### config.mk
export PLATFORM = sky130hd
export DESIGN_NAME = lanpd_arbiter
export DESIGN_NICKNAME = d
export VERILOG_FILES = /design/src/lanpd_pkg.sv /design/src/lanpd_res_if.sv /design/src/lanpd_resolve.sv /design/src/lanpd_arbiter.sv
export VERILOG_INCLUDE_DIRS = /design/src /design/src/src
export SDC_FILE = /design/constraint.sdc
export NUM_CORES = 1
export LEC_CHECK = 0
export BUFFER_PORTS_ARGS = -buffer_cell sky130_fd_sc_hd__buf_2
export CORE_MARGIN = 2
export CORE_UTILIZATION = 52
export DETAILED_ROUTE_END_ITERATION = 10
export GPL_TIMING_DRIVEN = 0
export HOLD_SLACK_MARGIN = 0.03
export PLACE_DENSITY = 0.78
export SETUP_SLACK_MARGIN = 0.15
export SYNTH_ARGS = -nofsm -noshare
export SYNTH_HDL_FRONTEND = slang
export SYNTH_SLANG_ARGS = --single-unit
### constraint.sdc
create_clock -name sys_clk -period 2.2 [get_ports sys_clk]
set_input_delay 0.33 -clock sys_clk [delete_from_list [all_inputs] [get_ports sys_clk]]
set_output_delay 0.33 -clock sys_clk [all_outputs]
set_load 0.02 [all_outputs]
### src/lanpd_defs.svh
// Purpose: constants for the negotiation arbiter
// Assumes: 100 MHz sys_clk
// Notes: bit positions follow the management register layout
// Behaviour
// - Exchange only when both sides negotiate
// - Send burst words, not normal pulses
// - Burst word comes from advertisement register
// - Store decoded partner word as partner ability
// - Pick highest common technology by priority
// - Set completion flag and its copy
// - Enable resolved technology, disable others
// - No burst reply: parallel detect, clear capable (a detect fault leaves capable as it was)
// - Set detected technology partner ability bit
// - Parallel detect sets completion, enables technology
// - Normal pulses only mean 10Base-T
// - Scrambled idles mean 100Base-TX without negotiation
// - Burst reply sets partner capable bit
// - No signal sets signal-detect status bit
// - Several indications: no technology, fault bit
// - Restart bit or enable toggle restarts
// - Reset returns arbiter and monitor idle
`ifndef LANPD_DEFS_SVH
`define LANPD_DEFS_SVH
`define LANPD_ABIL_10HD 5
`define LANPD_ABIL_10FD 6
`define LANPD_ABIL_TXHD 7
`define LANPD_ABIL_TXFD 8
`define LANPD_ABIL_T4 9
`define LANPD_WAIT_MS 50
`define LANPD_WAIT_CYC (`LANPD_WAIT_MS * 100000)
`define LANPD_ADV_RST 16'h01e1
`endif

### src/lanpd_pkg.sv
// Purpose: types for the negotiation arbiter
// Assumes: nothing
// Notes: technology codes double as enable selectors
package lanpd_pkg;
  // Resolved technology
  typedef enum logic [2:0] {
    TECH_NONE,
    TECH_10HD,
    TECH_10FD,
    TECH_TXHD,
    TECH_TXFD
  } lanpd_tech_t;
  // Arbitration states
  typedef enum logic [2:0] {
    ST_IDLE,
    ST_SEND,
    ST_ACK,
    ST_DONE,
    ST_FAULT
  } lanpd_state_t;
endpackage

### src/lanpd_res_if.sv
// Purpose: carries advertisement and partner word to the resolver
// Assumes: single clock
// Notes: combinational result
`timescale 1ns/1ps
`default_nettype none
interface lanpd_res_if;
  logic [15:0] advWord; // Local word
  logic [15:0] lpWord; // Partner word
  lanpd_pkg::lanpd_tech_t tech; // Result
  modport arb (output advWord, output lpWord, input tech);
  modport res (input advWord, input lpWord, output tech);
endinterface
`default_nettype wire

### src/lanpd_resolve.sv
// Purpose: priority resolution of common technology
// Assumes: words use the ability field layout
// Notes: T4 is never selected, not supported
`timescale 1ns/1ps
`default_nettype none
`include "lanpd_defs.svh"
module lanpd_resolve (
  lanpd_res_if.res r
);
  logic [15:0] common;
  // ----------------------------------------
  // Priority pick
  // ----------------------------------------
  always_comb begin
    common = r.advWord & r.lpWord;
    if (common[`LANPD_ABIL_TXFD]) begin
      r.tech = lanpd_pkg::TECH_TXFD;
    end else if (common[`LANPD_ABIL_TXHD]) begin
      r.tech = lanpd_pkg::TECH_TXHD;
    end else if (common[`LANPD_ABIL_10FD]) begin
      r.tech = lanpd_pkg::TECH_10FD;
    end else if (common[`LANPD_ABIL_10HD]) begin
      r.tech = lanpd_pkg::TECH_10HD;
    end else begin
      r.tech = lanpd_pkg::TECH_NONE;
    end
  end
endmodule
`default_nettype wire

### src/lanpd_arbiter.sv
// Purpose: negotiation arbiter with parallel detection
// Assumes: receive indications are decoded one-cycle or level inputs
// Notes: all outputs registered
`timescale 1ns/1ps
`default_nettype none
`include "lanpd_defs.svh"
module lanpd_arbiter #(
  parameter int WAIT_CYC = `LANPD_WAIT_CYC
) (
  input wire logic sys_clk,
  input wire logic srst,
  input wire logic anEnable, // Local negotiation enable
  input wire logic anRestart, // Restart request pulse
  input wire logic [15:0] advWord, // Local advertisement
  input wire logic rxFlp, // Burst received, word valid
  input wire logic [15:0] rxFlpWord, // Decoded partner word
  input wire logic rxNlp, // Normal link pulses seen
  input wire logic rxIdle100, // Scrambled idles seen
  input wire logic rxSignal, // Any energy on receive
  output logic txFlpEn, // Send bursts
  output logic txNlpEn, // Send normal pulses
  output logic [15:0] txWord, // Burst content
  output logic [15:0] lpAbility, // Partner ability
  output logic anComplete, // Completion flag
  output logic anCompleteCopy, // Consolidated copy
  output logic partnerNegotiationCapable, // Partner capable
  output logic parDetFault, // Parallel detect fault
  output logic noSignal, // No signal present
  output logic restartAck, // Restart bit self-clear
  output logic [4:0] techEnable, // One-hot tech enables
  output logic [3:0] progress // Progress status
);
  // ----------------------------------------
  // Internal state
  // ----------------------------------------
  lanpd_pkg::lanpd_state_t state_r; // Arbitration state
  logic [31:0] wait_r; // Response timer
  logic anEnPrev_r; // Enable history
  logic restartReq; // Any restart cause
  logic [1:0] indCount; // Simultaneous indications
  logic timeout; // Response window used up
  lanpd_res_if ri(); // Carrier to the resolver

  // ----------------------------------------
  // Priority resolver
  // ----------------------------------------
  // Compares our advertisement with the stored partner word
  lanpd_resolve u_res (
    .r(ri)
  );

  // ----------------------------------------
  // Helpers
  // ----------------------------------------
  // Technology code to one-hot enable, nothing for no technology
  function automatic logic [4:0] techOneHot(lanpd_pkg::lanpd_tech_t t);
    techOneHot = 5'h00;
    if (t != lanpd_pkg::TECH_NONE) begin
      techOneHot[t] = 1'b1; // Enable index equals the code
    end
  endfunction

  // Partner ability word with one field bit set
  function automatic logic [15:0] abilityBit(input int pos);
    abilityBit = 16'h0001 << pos;
  endfunction

  // ----------------------------------------
  // Restart detection
  // ----------------------------------------
  // Request pulse, or enable back high after being low
  always_comb begin
    restartReq = anRestart | (anEnable & ~anEnPrev_r);
  end

  // Parallel-detect indications seen in the same cycle
  always_comb begin
    indCount = 2'({1'b0, rxNlp} + {1'b0, rxIdle100});
  end

  // Response window used up with nothing heard
  always_comb begin
    timeout = (wait_r >= 32'(WAIT_CYC));
  end

  // ----------------------------------------
  // Resolver feed
  // ----------------------------------------
  // Stored partner word, not the live one: the receive word only holds
  // while its valid flag stands, and resolution runs a cycle later
  always_comb begin
    ri.advWord = advWord;
    ri.lpWord = lpAbility;
  end

  // ----------------------------------------
  // Enable history and restart strobe
  // ----------------------------------------
  // Previous enable level, for the toggle restart
  always_ff @(posedge sys_clk) begin
    if (srst) begin
      anEnPrev_r <= 1'b0;
    end else begin
      anEnPrev_r <= anEnable;
    end
  end

  // Self-clear strobe for the restart bit, one cycle after the write
  always_ff @(posedge sys_clk) begin
    if (srst) begin
      restartAck <= 1'b0;
    end else begin
      restartAck <= anRestart;
    end
  end

  // ----------------------------------------
  // Arbitration state machine
  // ----------------------------------------
  always_ff @(posedge sys_clk) begin
    if (srst) begin
      state_r <= lanpd_pkg::ST_IDLE;
      wait_r <= 32'h0;
      lpAbility <= 16'h0;
      anComplete <= 1'b0;
      anCompleteCopy <= 1'b0;
      partnerNegotiationCapable <= 1'b0;
      parDetFault <= 1'b0;
      techEnable <= 5'h00;
      txFlpEn <= 1'b0;
      txNlpEn <= 1'b0;
      txWord <= `LANPD_ADV_RST;
    end else if (restartReq || !anEnable) begin
      // Restart: straight back to bursting; disabled: back to idle
      state_r <= anEnable ? lanpd_pkg::ST_SEND : lanpd_pkg::ST_IDLE;
      wait_r <= 32'h0;
      anComplete <= 1'b0;
      anCompleteCopy <= 1'b0;
      parDetFault <= 1'b0;
      techEnable <= 5'h00;
      txFlpEn <= anEnable;
      txNlpEn <= ~anEnable;
      txWord <= advWord;
    end else begin
      // Forward through negotiation, one step per cycle at most
      unique case (state_r)
        lanpd_pkg::ST_IDLE: begin
          // Enabled with no restart pending: start bursting
          state_r <= lanpd_pkg::ST_SEND;
          txFlpEn <= 1'b1;
        end
        lanpd_pkg::ST_SEND: begin
          txFlpEn <= 1'b1;
          txNlpEn <= 1'b0;
          txWord <= advWord;
          wait_r <= wait_r + 32'h1;
          if (rxFlp) begin
            lpAbility <= rxFlpWord;
            partnerNegotiationCapable <= 1'b1;
            state_r <= lanpd_pkg::ST_ACK;
          end else if (indCount > 2'd1) begin
            parDetFault <= 1'b1;
            techEnable <= 5'h00;
            state_r <= lanpd_pkg::ST_FAULT;
          end else if (rxNlp || rxIdle100 || timeout) begin
            // No burst in reply: parallel detection
            partnerNegotiationCapable <= 1'b0;
            if (rxNlp) begin
              // Pulse-only partner is 10Base-T half duplex
              lpAbility <= abilityBit(`LANPD_ABIL_10HD);
              techEnable <= techOneHot(lanpd_pkg::TECH_10HD);
              anComplete <= 1'b1;
              anCompleteCopy <= 1'b1;
              txFlpEn <= 1'b0;
              state_r <= lanpd_pkg::ST_DONE;
            end else if (rxIdle100) begin
              // Idle-only partner is 100Base-TX half duplex
              lpAbility <= abilityBit(`LANPD_ABIL_TXHD);
              techEnable <= techOneHot(lanpd_pkg::TECH_TXHD);
              anComplete <= 1'b1;
              anCompleteCopy <= 1'b1;
              txFlpEn <= 1'b0;
              state_r <= lanpd_pkg::ST_DONE;
            end else begin
              wait_r <= 32'h0; // Nothing heard, keep bursting
            end
          end
        end
        lanpd_pkg::ST_ACK: begin
          anComplete <= 1'b1;
          anCompleteCopy <= 1'b1;
          techEnable <= techOneHot(ri.tech);
          txFlpEn <= 1'b0;
          state_r <= lanpd_pkg::ST_DONE;
        end
        lanpd_pkg::ST_DONE: begin
          state_r <= lanpd_pkg::ST_DONE; // Hold until restart
        end
        lanpd_pkg::ST_FAULT: begin
          // Held until restart, disable or reset
          techEnable <= 5'h00;
        end
      endcase
    end
  end

  // ----------------------------------------
  // Signal detect and progress monitor
  // ----------------------------------------
  always_ff @(posedge sys_clk) begin
    if (srst) begin
      noSignal <= 1'b0;
      progress <= 4'h0;
    end else begin
      noSignal <= ~rxSignal;
      if ({1'b0, state_r} > progress) begin
        progress <= {1'b0, state_r};
      end
    end
  end
endmodule
`default_nettype wire

==> results list, run 1 <==
* Hold Crit Class: input pin to flip-flop
- Row Count: 31
- Cell variety after synth: 56
- Share of the synthesized area in the top cell type: 0.4377
- Along the worst hold path, the cell count comes to 2.
- Detailed routing inserted a total of 3283 vias.
- Number of nets still failing antenna checks after routing: 0
- In this run the count of I/O pins placed on the die edge is 89.
- Share of the clock period used by the worst path after layout: 0.8651
- After detailed routing, the average wire length per cell comes to 13.64 um.
- Clock sink count: 83
- Effective utilization at floorplan: 0.5290
- From synthesis to final layout, the design area changed by 20.47%.
- STA classifies the critical path endpoint as a flip-flop.
- Residual DRC: 0
* Highest signal layer in the routed design: met4
- Overall power consumption: 2.873 mW
- Number of setup violations in the final report: 0
* Hold slack final: 0.1127 ns
- The total count of hold-check failures in the final report was 0.
- The tool flagged a number of max-cap violations equal to 0.
- Post-route clock skew: 0.006083 ns
- Across every metal layer, demand over resource in global routing totals 0.2222.
- Number of enable flip-flop cells after synthesis: 0
- Filler cell count: 619
- Cell taking the most area after synthesis: sky130_fd_sc_hd__dfxtp_1
- Cell count after synthesis: 420
- Initial antenna violation count: 0
* CTS Buffer Depth: 2
- Launch instance of the worst min-delay path: rxSignal
- Clock buffers created by TritonCTS: 9
* Die outline area: 0.008000 mm^2
* Register-to-register path setup slack: 0.30 ns
* TritonCTS clock tree: built
- Max H-tree Level: 3
* Total negative setup slack: 0 ns
- Core region area: 0.007176 mm^2
- The detailed router finished its first iteration with 112 violations.
- Critical Path AT: 2.15 ns
- Root buffer selected by CTS: sky130_fd_sc_hd__clkbuf_8
- RSZ-0062 raised after global routing: no
- Final HPWL from detailed placement: 6316 um
- Along the worst path, the maximum fanout reaches 10.
- The flow ran to the end, and the final reports show no timing, DRC or antenna violations.
* Total iterations of the first detailed-routing run: 4
- Pin count of the biggest net entering global routing: 15
- Aggregate global routing overflow: 0
* Met1 wire length: 3878 um
- Die Y: 89.44 um
- Wires add up to 8481 um.
* Fmax: 525.4 MHz
- Setup crit start kind: flip-flop
- Setup CP Type: flip-flop to flip-flop
* Layout cells sized above 1: 0.2543
* Count of pins over their slew limit: 0
- Flip-flop and latch count after synthesis: 83
* # diodes: 0
* Via count normalized by instance count: 5.278
* Sequential fraction of the synthesis area: 0.4377
- Dominant synthesized flop cell: sky130_fd_sc_hd__dfxtp_1
- Vias in the first global route: 3052
* Hold buffer count at cts: 0
* Maximum vdd drop: 0.0003462 V
- Layout Nets: 566
- For this design the ratio of total power to cell area is 628.1 mW/mm^2.
- Die width: 89.44 um
- The first global-routing pass estimated 13840 um of wire.
* Start of the worst register-to-register path: state_r[2]$_SDFFE_PP0P_
- At the end of routability-driven placement, the weighted congestion stood at 0.8529.
* Origin of the worst setup path: state_r[2]$_SDFFE_PP0P_
- Counting every net in the synthesized netlist gives 468.
- Mean instance size in the synthesized netlist: 9.038 um^2
- After synthesis the cells add up to 0.003796 mm^2.
- STA puts the critical path data required time at 2.45 ns.
* Synthesis warning total: 0
- Wire segments on met3 add up to 327 um in the final route.
* Worst-case reg-to-reg path depth: 6
* Area contributors post-synth: sky130_fd_sc_hd__dfxtp_1, sky130_fd_sc_hd__nor2_1, sky130_fd_sc_hd__nand2_1
- Leak: 1.914 nW
- Sum of met2 wire segment lengths after detailed routing: 4066 um
- IO Port Bufs: 86
* Final period demand of the worst path: 1.903 ns
- FFs w/ async S/R, synth: 0
- Source-to-sink clock delay at the later pin of the worst-skew pair: 0.35 ns
- After clock tree synthesis, the clock-pin slew on the worst setup and hold paths is 0.08 ns.
cells in the mapped netlist, drive strengths merged, types with 9 or more instances:
cell type,count
a22o,15
and3,9
nand4,10
dfxtp,83
nand3,12
nand2,55
inv,18
buf,16
nor3,14
a21oi,21
nor2,57
xnor2,23
worst paths after layout:
| check | endpoint |
|---|---|
| setup reg to reg | wait_r[3]$_SDFFE_PP0P_ |
| hold / removal | noSignal$_SDFF_PP0_ |
| hold reg to reg | txWord[4]$_SDFFE_PP0P_ |
| setup / recovery | wait_r[3]$_SDFFE_PP0P_ |
power breakdown:
group | switching, mW | total (mW) | internal, mW
Sequential | 0.0128 | 1.54 | 1.53
Combinational | 0.131 | 0.221 | 0.0904
Clock | 0.552 | 1.11 | 0.560
Total | 0.696 | 2.87 | 2.18
cells in the final DEF (no fill, tap or decap), types with 3 or more instances in the layout:
cell type	n
sky130_fd_sc_hd__o21ai_0	4
sky130_fd_sc_hd__nand3b_1	5
sky130_fd_sc_hd__and3_1	8
sky130_fd_sc_hd__buf_2	91
sky130_fd_sc_hd__a21oi_1	20
sky130_fd_sc_hd__xnor2_1	23
sky130_fd_sc_hd__clkbuf_8	10
sky130_fd_sc_hd__and2_1	6
sky130_fd_sc_hd__dfxtp_1	83
sky130_fd_sc_hd__buf_4	4
sky130_fd_sc_hd__mux2i_1	6
sky130_fd_sc_hd__nor2_1	57
sky130_fd_sc_hd__nand3_1	12
sky130_fd_sc_hd__ha_1	8
sky130_fd_sc_hd__nand4_1	9
sky130_fd_sc_hd__nor4_1	5
sky130_fd_sc_hd__a22o_1	15
sky130_fd_sc_hd__clkbuf_1	5
sky130_fd_sc_hd__buf_6	7
sky130_fd_sc_hd__xor2_1	8
sky130_fd_sc_hd__nor3_1	13
sky130_fd_sc_hd__inv_1	18
sky130_fd_sc_hd__clkinvlp_4	3
sky130_fd_sc_hd__nand2_1	55
sky130_fd_sc_hd__and4_1	6
stage by stage:
stage | instance area, um^2 | util | setup WS, ns | std cells
after floorplan | 3796 | - | 0.4804 | 420
after global placement | 4350 | 0.6063 | 0.2476 | 605
after detailed placement | 4350 | 0.6063 | 0.2392 | 605
after CTS | 4553 | 0.6345 | 0.2794 | 621
after global routing | 4573 | 0.6373 | 0.1665 | 622
final | 4573 | 0.6373 | 0.2968 | 622
flip-flops by register name, summed over array words and instances (netlist names):
name,flops
txFlpEn,1
txWord,16
parDetFault,1
lpAbility,16
state_r,3
techEnable,5
noSignal,1
anCompleteCopy,1
partnerNegotiationCapable,1
progress,3
txNlpEn,1
restartAck,1
anEnPrev_r,1
wait_r,32
final cells by class:
| class | count | area (um^2) | area share |
|---|---|---|---|
| Clock buffer | 11 | 141.4 | 0.03092 |
| Sequential cell | 83 | 1662 | 0.3633 |
| Clock inverter | 5 | 61.31 | 0.01341 |
| Tap cell | 99 | 123.9 | 0.02709 |
| Inverter | 18 | 67.56 | 0.01477 |
| Multi-Input combinational cell | 299 | 1918 | 0.4194 |
| Timing Repair Buffer | 87 | 450.4 | 0.09850 |
| Buffer | 20 | 148.9 | 0.03256 |
cell families after synthesis:
kind of cell             share of synthesized area
adder cells (fa/ha/maj)                    0.02637
buffers and inverters                      0.05702
AND/OR/NAND/NOR                             0.2630
multiplexers                               0.01582
XOR/XNOR                                   0.07152
other                                    0.0009878
AO/OA/AOI/OAI                               0.1276
flip-flops                                  0.4377
routing by layer:
metal  global-route usage  vias to the layer above
li1                     -                     1650
met1               0.2847                     1541
met2               0.3636                       75
met3              0.03970                       17
met4               0.1031                        0
met5                    0                        -
worst max-delay path, cell delays in order, from the launching register on:
cell,delay (ns)
sky130_fd_sc_hd__dfxtp_1,0.33
sky130_fd_sc_hd__buf_6,0.15
sky130_fd_sc_hd__or3b_1,0.39
sky130_fd_sc_hd__buf_6,0.16
sky130_fd_sc_hd__o41ai_4,0.50
sky130_fd_sc_hd__buf_6,0.20
sky130_fd_sc_hd__nor2_1,0.06
timing repair:
action	in CTS	in global routing
endpoints found under the hold margin	0	0
endpoints found under the setup margin	0	1
buffers inserted	0	1
resized for setup	0	0
No activity file was read; power rests on OpenSTA's default activity.
==> run 2: changes to the inputs <==
- CTS_CLUSTER_SIZE: default -> 24
- GPL_TIMING_DRIVEN: 0 -> default
- MAX_ROUTING_LAYER: default -> met4
==> run 2 against run 1 <==
  * Cell area decreased by 2.0%
  * Sequential share of layout area is 0.75 points higher
  * Via count decreased by 2.6%
  * Clock skew is 0.0034 ns higher
  * Count of clock-buffer cells in the layout is 1 lower
  * Sequential power barely moved
  * Cell count is 2.3% lower
  * Global-route usage is 0.30 points lower
  * Hold slack lost 0.0049 ns
  * Register-to-register slack improved by 0.02 ns
  * Critical path type unchanged
==> results list, run 2 (synthesis gave the netlist of run 1 again) <==
* Hold buffer count at cts: 0
* Die width: 89.44 um
- Post-CTS repair changed the size of 0 cells.
* Biggest regs: wait_r: 32 flops, lpAbility: 16 flops, txWord: 16 flops
- Overall power consumption: 2.856 mW
* Pwr per Cell Area: 637.4 mW/mm^2
- Row Count: 31
- Root buffer selected by CTS: sky130_fd_sc_hd__clkbuf_8
- The number of placed instances, taps included, is 592.
- Vias in the first global route: 2836
* TritonCTS clock tree: built
* Total negative setup slack: 0 ns
- After routing the design area is 0.004481 mm^2.
* Post-route clock skew: 0.009498 ns
- Port buffering added 87 buffers.
- Dividing the final minimum period by the clock period gives 0.8571.
- CTS Buffer Depth: 2
- The core region is 0.007176 mm^2.
- Setup slack on the worst reg-to-reg path comes out at 0.31 ns.
- Filler cell count: 607
- In this run the critical register-to-register path is captured at wait_r[11]$_SDFFE_PP0P_.
- At the pin with the least slew margin, the transition time is 0.5617 ns.
- Effective utilization at floorplan: 0.5290
* Aggregate global routing overflow: 0
- # diodes: 0
- For the worst setup path, the data required time is 2.45 ns.
- Prior to clock tree synthesis, the placed netlist has a worst setup slack of 0.2107 ns.
- Critical Path AT: 2.13 ns
* Number of nets still failing antenna checks after routing: 0
- Most frequent cells in the layout: sky130_fd_sc_hd__buf_2, sky130_fd_sc_hd__dfxtp_1, sky130_fd_sc_hd__nor2_1, sky130_fd_sc_hd__nand2_1, sky130_fd_sc_hd__xnor2_1
- The startpoint identified for the worst register-to-register timing path is state_r[2]$_SDFFE_PP0P_.
- Compared with the post-synthesis result, the final layout area differs by 18.03%.
* Count of placed standard cells in the final layout, fillers left out: 608
* Setup CP Type: flip-flop to flip-flop
- IR analysis of the VDD net gives a maximum drop of 0.0004686 V.
* Die outline area: 0.008000 mm^2
- The library cell used most frequently in the layout, excluding fill and tap cells, is sky130_fd_sc_hd__buf_2.
* Worst-case reg-to-reg path depth: 4
* Fmax: 530.3 MHz
- In the final routed layout, each cell accounts on average for 13.66 um.
* Clock buffers created by TritonCTS: 9
- The worst setup path is captured at a flip-flop.
- The clock tree synthesis step divided the H-tree into 3 levels.
- The tightest min-delay check is of the input pin to flip-flop type.
- Worst Slack Setup Final: 0.3143 ns
* Cell count of the worst hold path: 2
* Flip-flop count of the largest register, all copies and words added: 32
- Via Count: 3198
* Number of ports placed on the die boundary: 89
* Number of setup violations in the final report: 0
- In this run the vertical extent of the chip is 89.44 um.
* Outcome: finished clean
- Entering global routing, the biggest net connects 31 pins.
* Residual DRC: 0
- For this block, the initial DRC count from the detailed router was 155.
- Setup repair after global routing left no endpoint under its margin.
- Launch instance of the worst min-delay path: rxSignal
- In the final layout, the share of cells above drive strength 1 is 0.2436.
* End point of the worst hold path: noSignal$_SDFF_PP0_
- The initial antenna violation count came to 0.
- Register bank with the most flops: wait_r
- The total count of hold-check failures in the final report is 0.
- Wire length reported by the detailed router: 8305 um
* Clock sink count: 83
- Final period demand of the worst path: 1.886 ns
- Crit path max fanout: 30
- Clock-pin slew was measured on the worst setup and hold paths at 0.09 ns.
- The pre-antenna-repair detailed-routing pass consisted of 5 iterations.
* Final HPWL from detailed placement: 5919 um
- Buffers inserted during post-CTS setup optimization: 0
* Layout Nets: 552
- The number of max-slew violations in the final report came to 0.
- Leak: 1.862 nW
* Setup crit start kind: flip-flop
* Utilization of the core after routing: 0.6244
- At the later pin of the worst-skew pair, clock insertion delay measures 0.36 ns.
- Placed Instance Area: 0.004264 mm^2
* Hold slack final: 0.1078 ns
- Worst slew margin: 0.6255
- In the global route stage, overall resource usage came out at 0.2191.
- The tool flagged a number of max-cap violations equal to 0.
* Routability Congestion: 0.8947
- Wire length of the first global-routing pass: 13270 um
* Via count normalized by instance count: 5.260
## run 2: changes by cell type in the layout (fill, tap and decap cells not counted), sizes merged
cell and delta:
buf -10, clkinvlp -2, clkbuf -5, clkinv +3
## run 2: how the worst max path moves through the flow
stage                                 start                    endpoint  slack (ns)  cells past startpoint
floorplan           state_r[2]$_SDFFE_PP0P_     wait_r[23]$_SDFFE_PP0P_        0.48                      6
global placement    wait_r[11]$_SDFFE_PP0P_   lpAbility[8]$_SDFFE_PP0P_        0.30                      5
detailed placement  wait_r[11]$_SDFFE_PP0P_   lpAbility[0]$_SDFFE_PP0P_        0.21                      5
CTS                 wait_r[11]$_SDFFE_PP0P_   lpAbility[0]$_SDFFE_PP0P_        0.19                      5
global route        state_r[2]$_SDFFE_PP0P_  techEnable[1]$_SDFFE_PP0P_        0.17                      5
finish              state_r[2]$_SDFFE_PP0P_     wait_r[11]$_SDFFE_PP0P_        0.31                      4
## run 2: worst max-delay path, cell delays in order, from the launching register on
cell and delay (ns):
sky130_fd_sc_hd__dfxtp_1 0.46, sky130_fd_sc_hd__or3b_1 0.56, sky130_fd_sc_hd__o41ai_4 0.44, sky130_fd_sc_hd__buf_12 0.23, sky130_fd_sc_hd__nor2_1 0.07
## run 2: where the power goes
group	switching (mW)	internal, mW	total, mW
sequential	0.0138	1.53	1.54
clock	0.565	0.538	1.10
combinational	0.128	0.0837	0.212
## run 2: layout make-up
class / instances / area, um^2 / area share
multi-input cells: 299 / 1932 / 0.4312
flip-flops and latches: 83 / 1662 / 0.3708
repair buffers: 93 / 493.0 / 0.1100
clock buffers: 10 / 127.6 / 0.02848
well taps: 99 / 123.9 / 0.02765
clock inverters: 6 / 75.07 / 0.01676
inverters: 18 / 67.56 / 0.01508
## run 2: metal layers
layer | share of wire | global-route usage
met1 | 0.45 | 0.2805
met2 | 0.49 | 0.3320
met3 | 0.049 | 0.06556
met4 | 0.015 | 0.07191
met5 | 0 | -
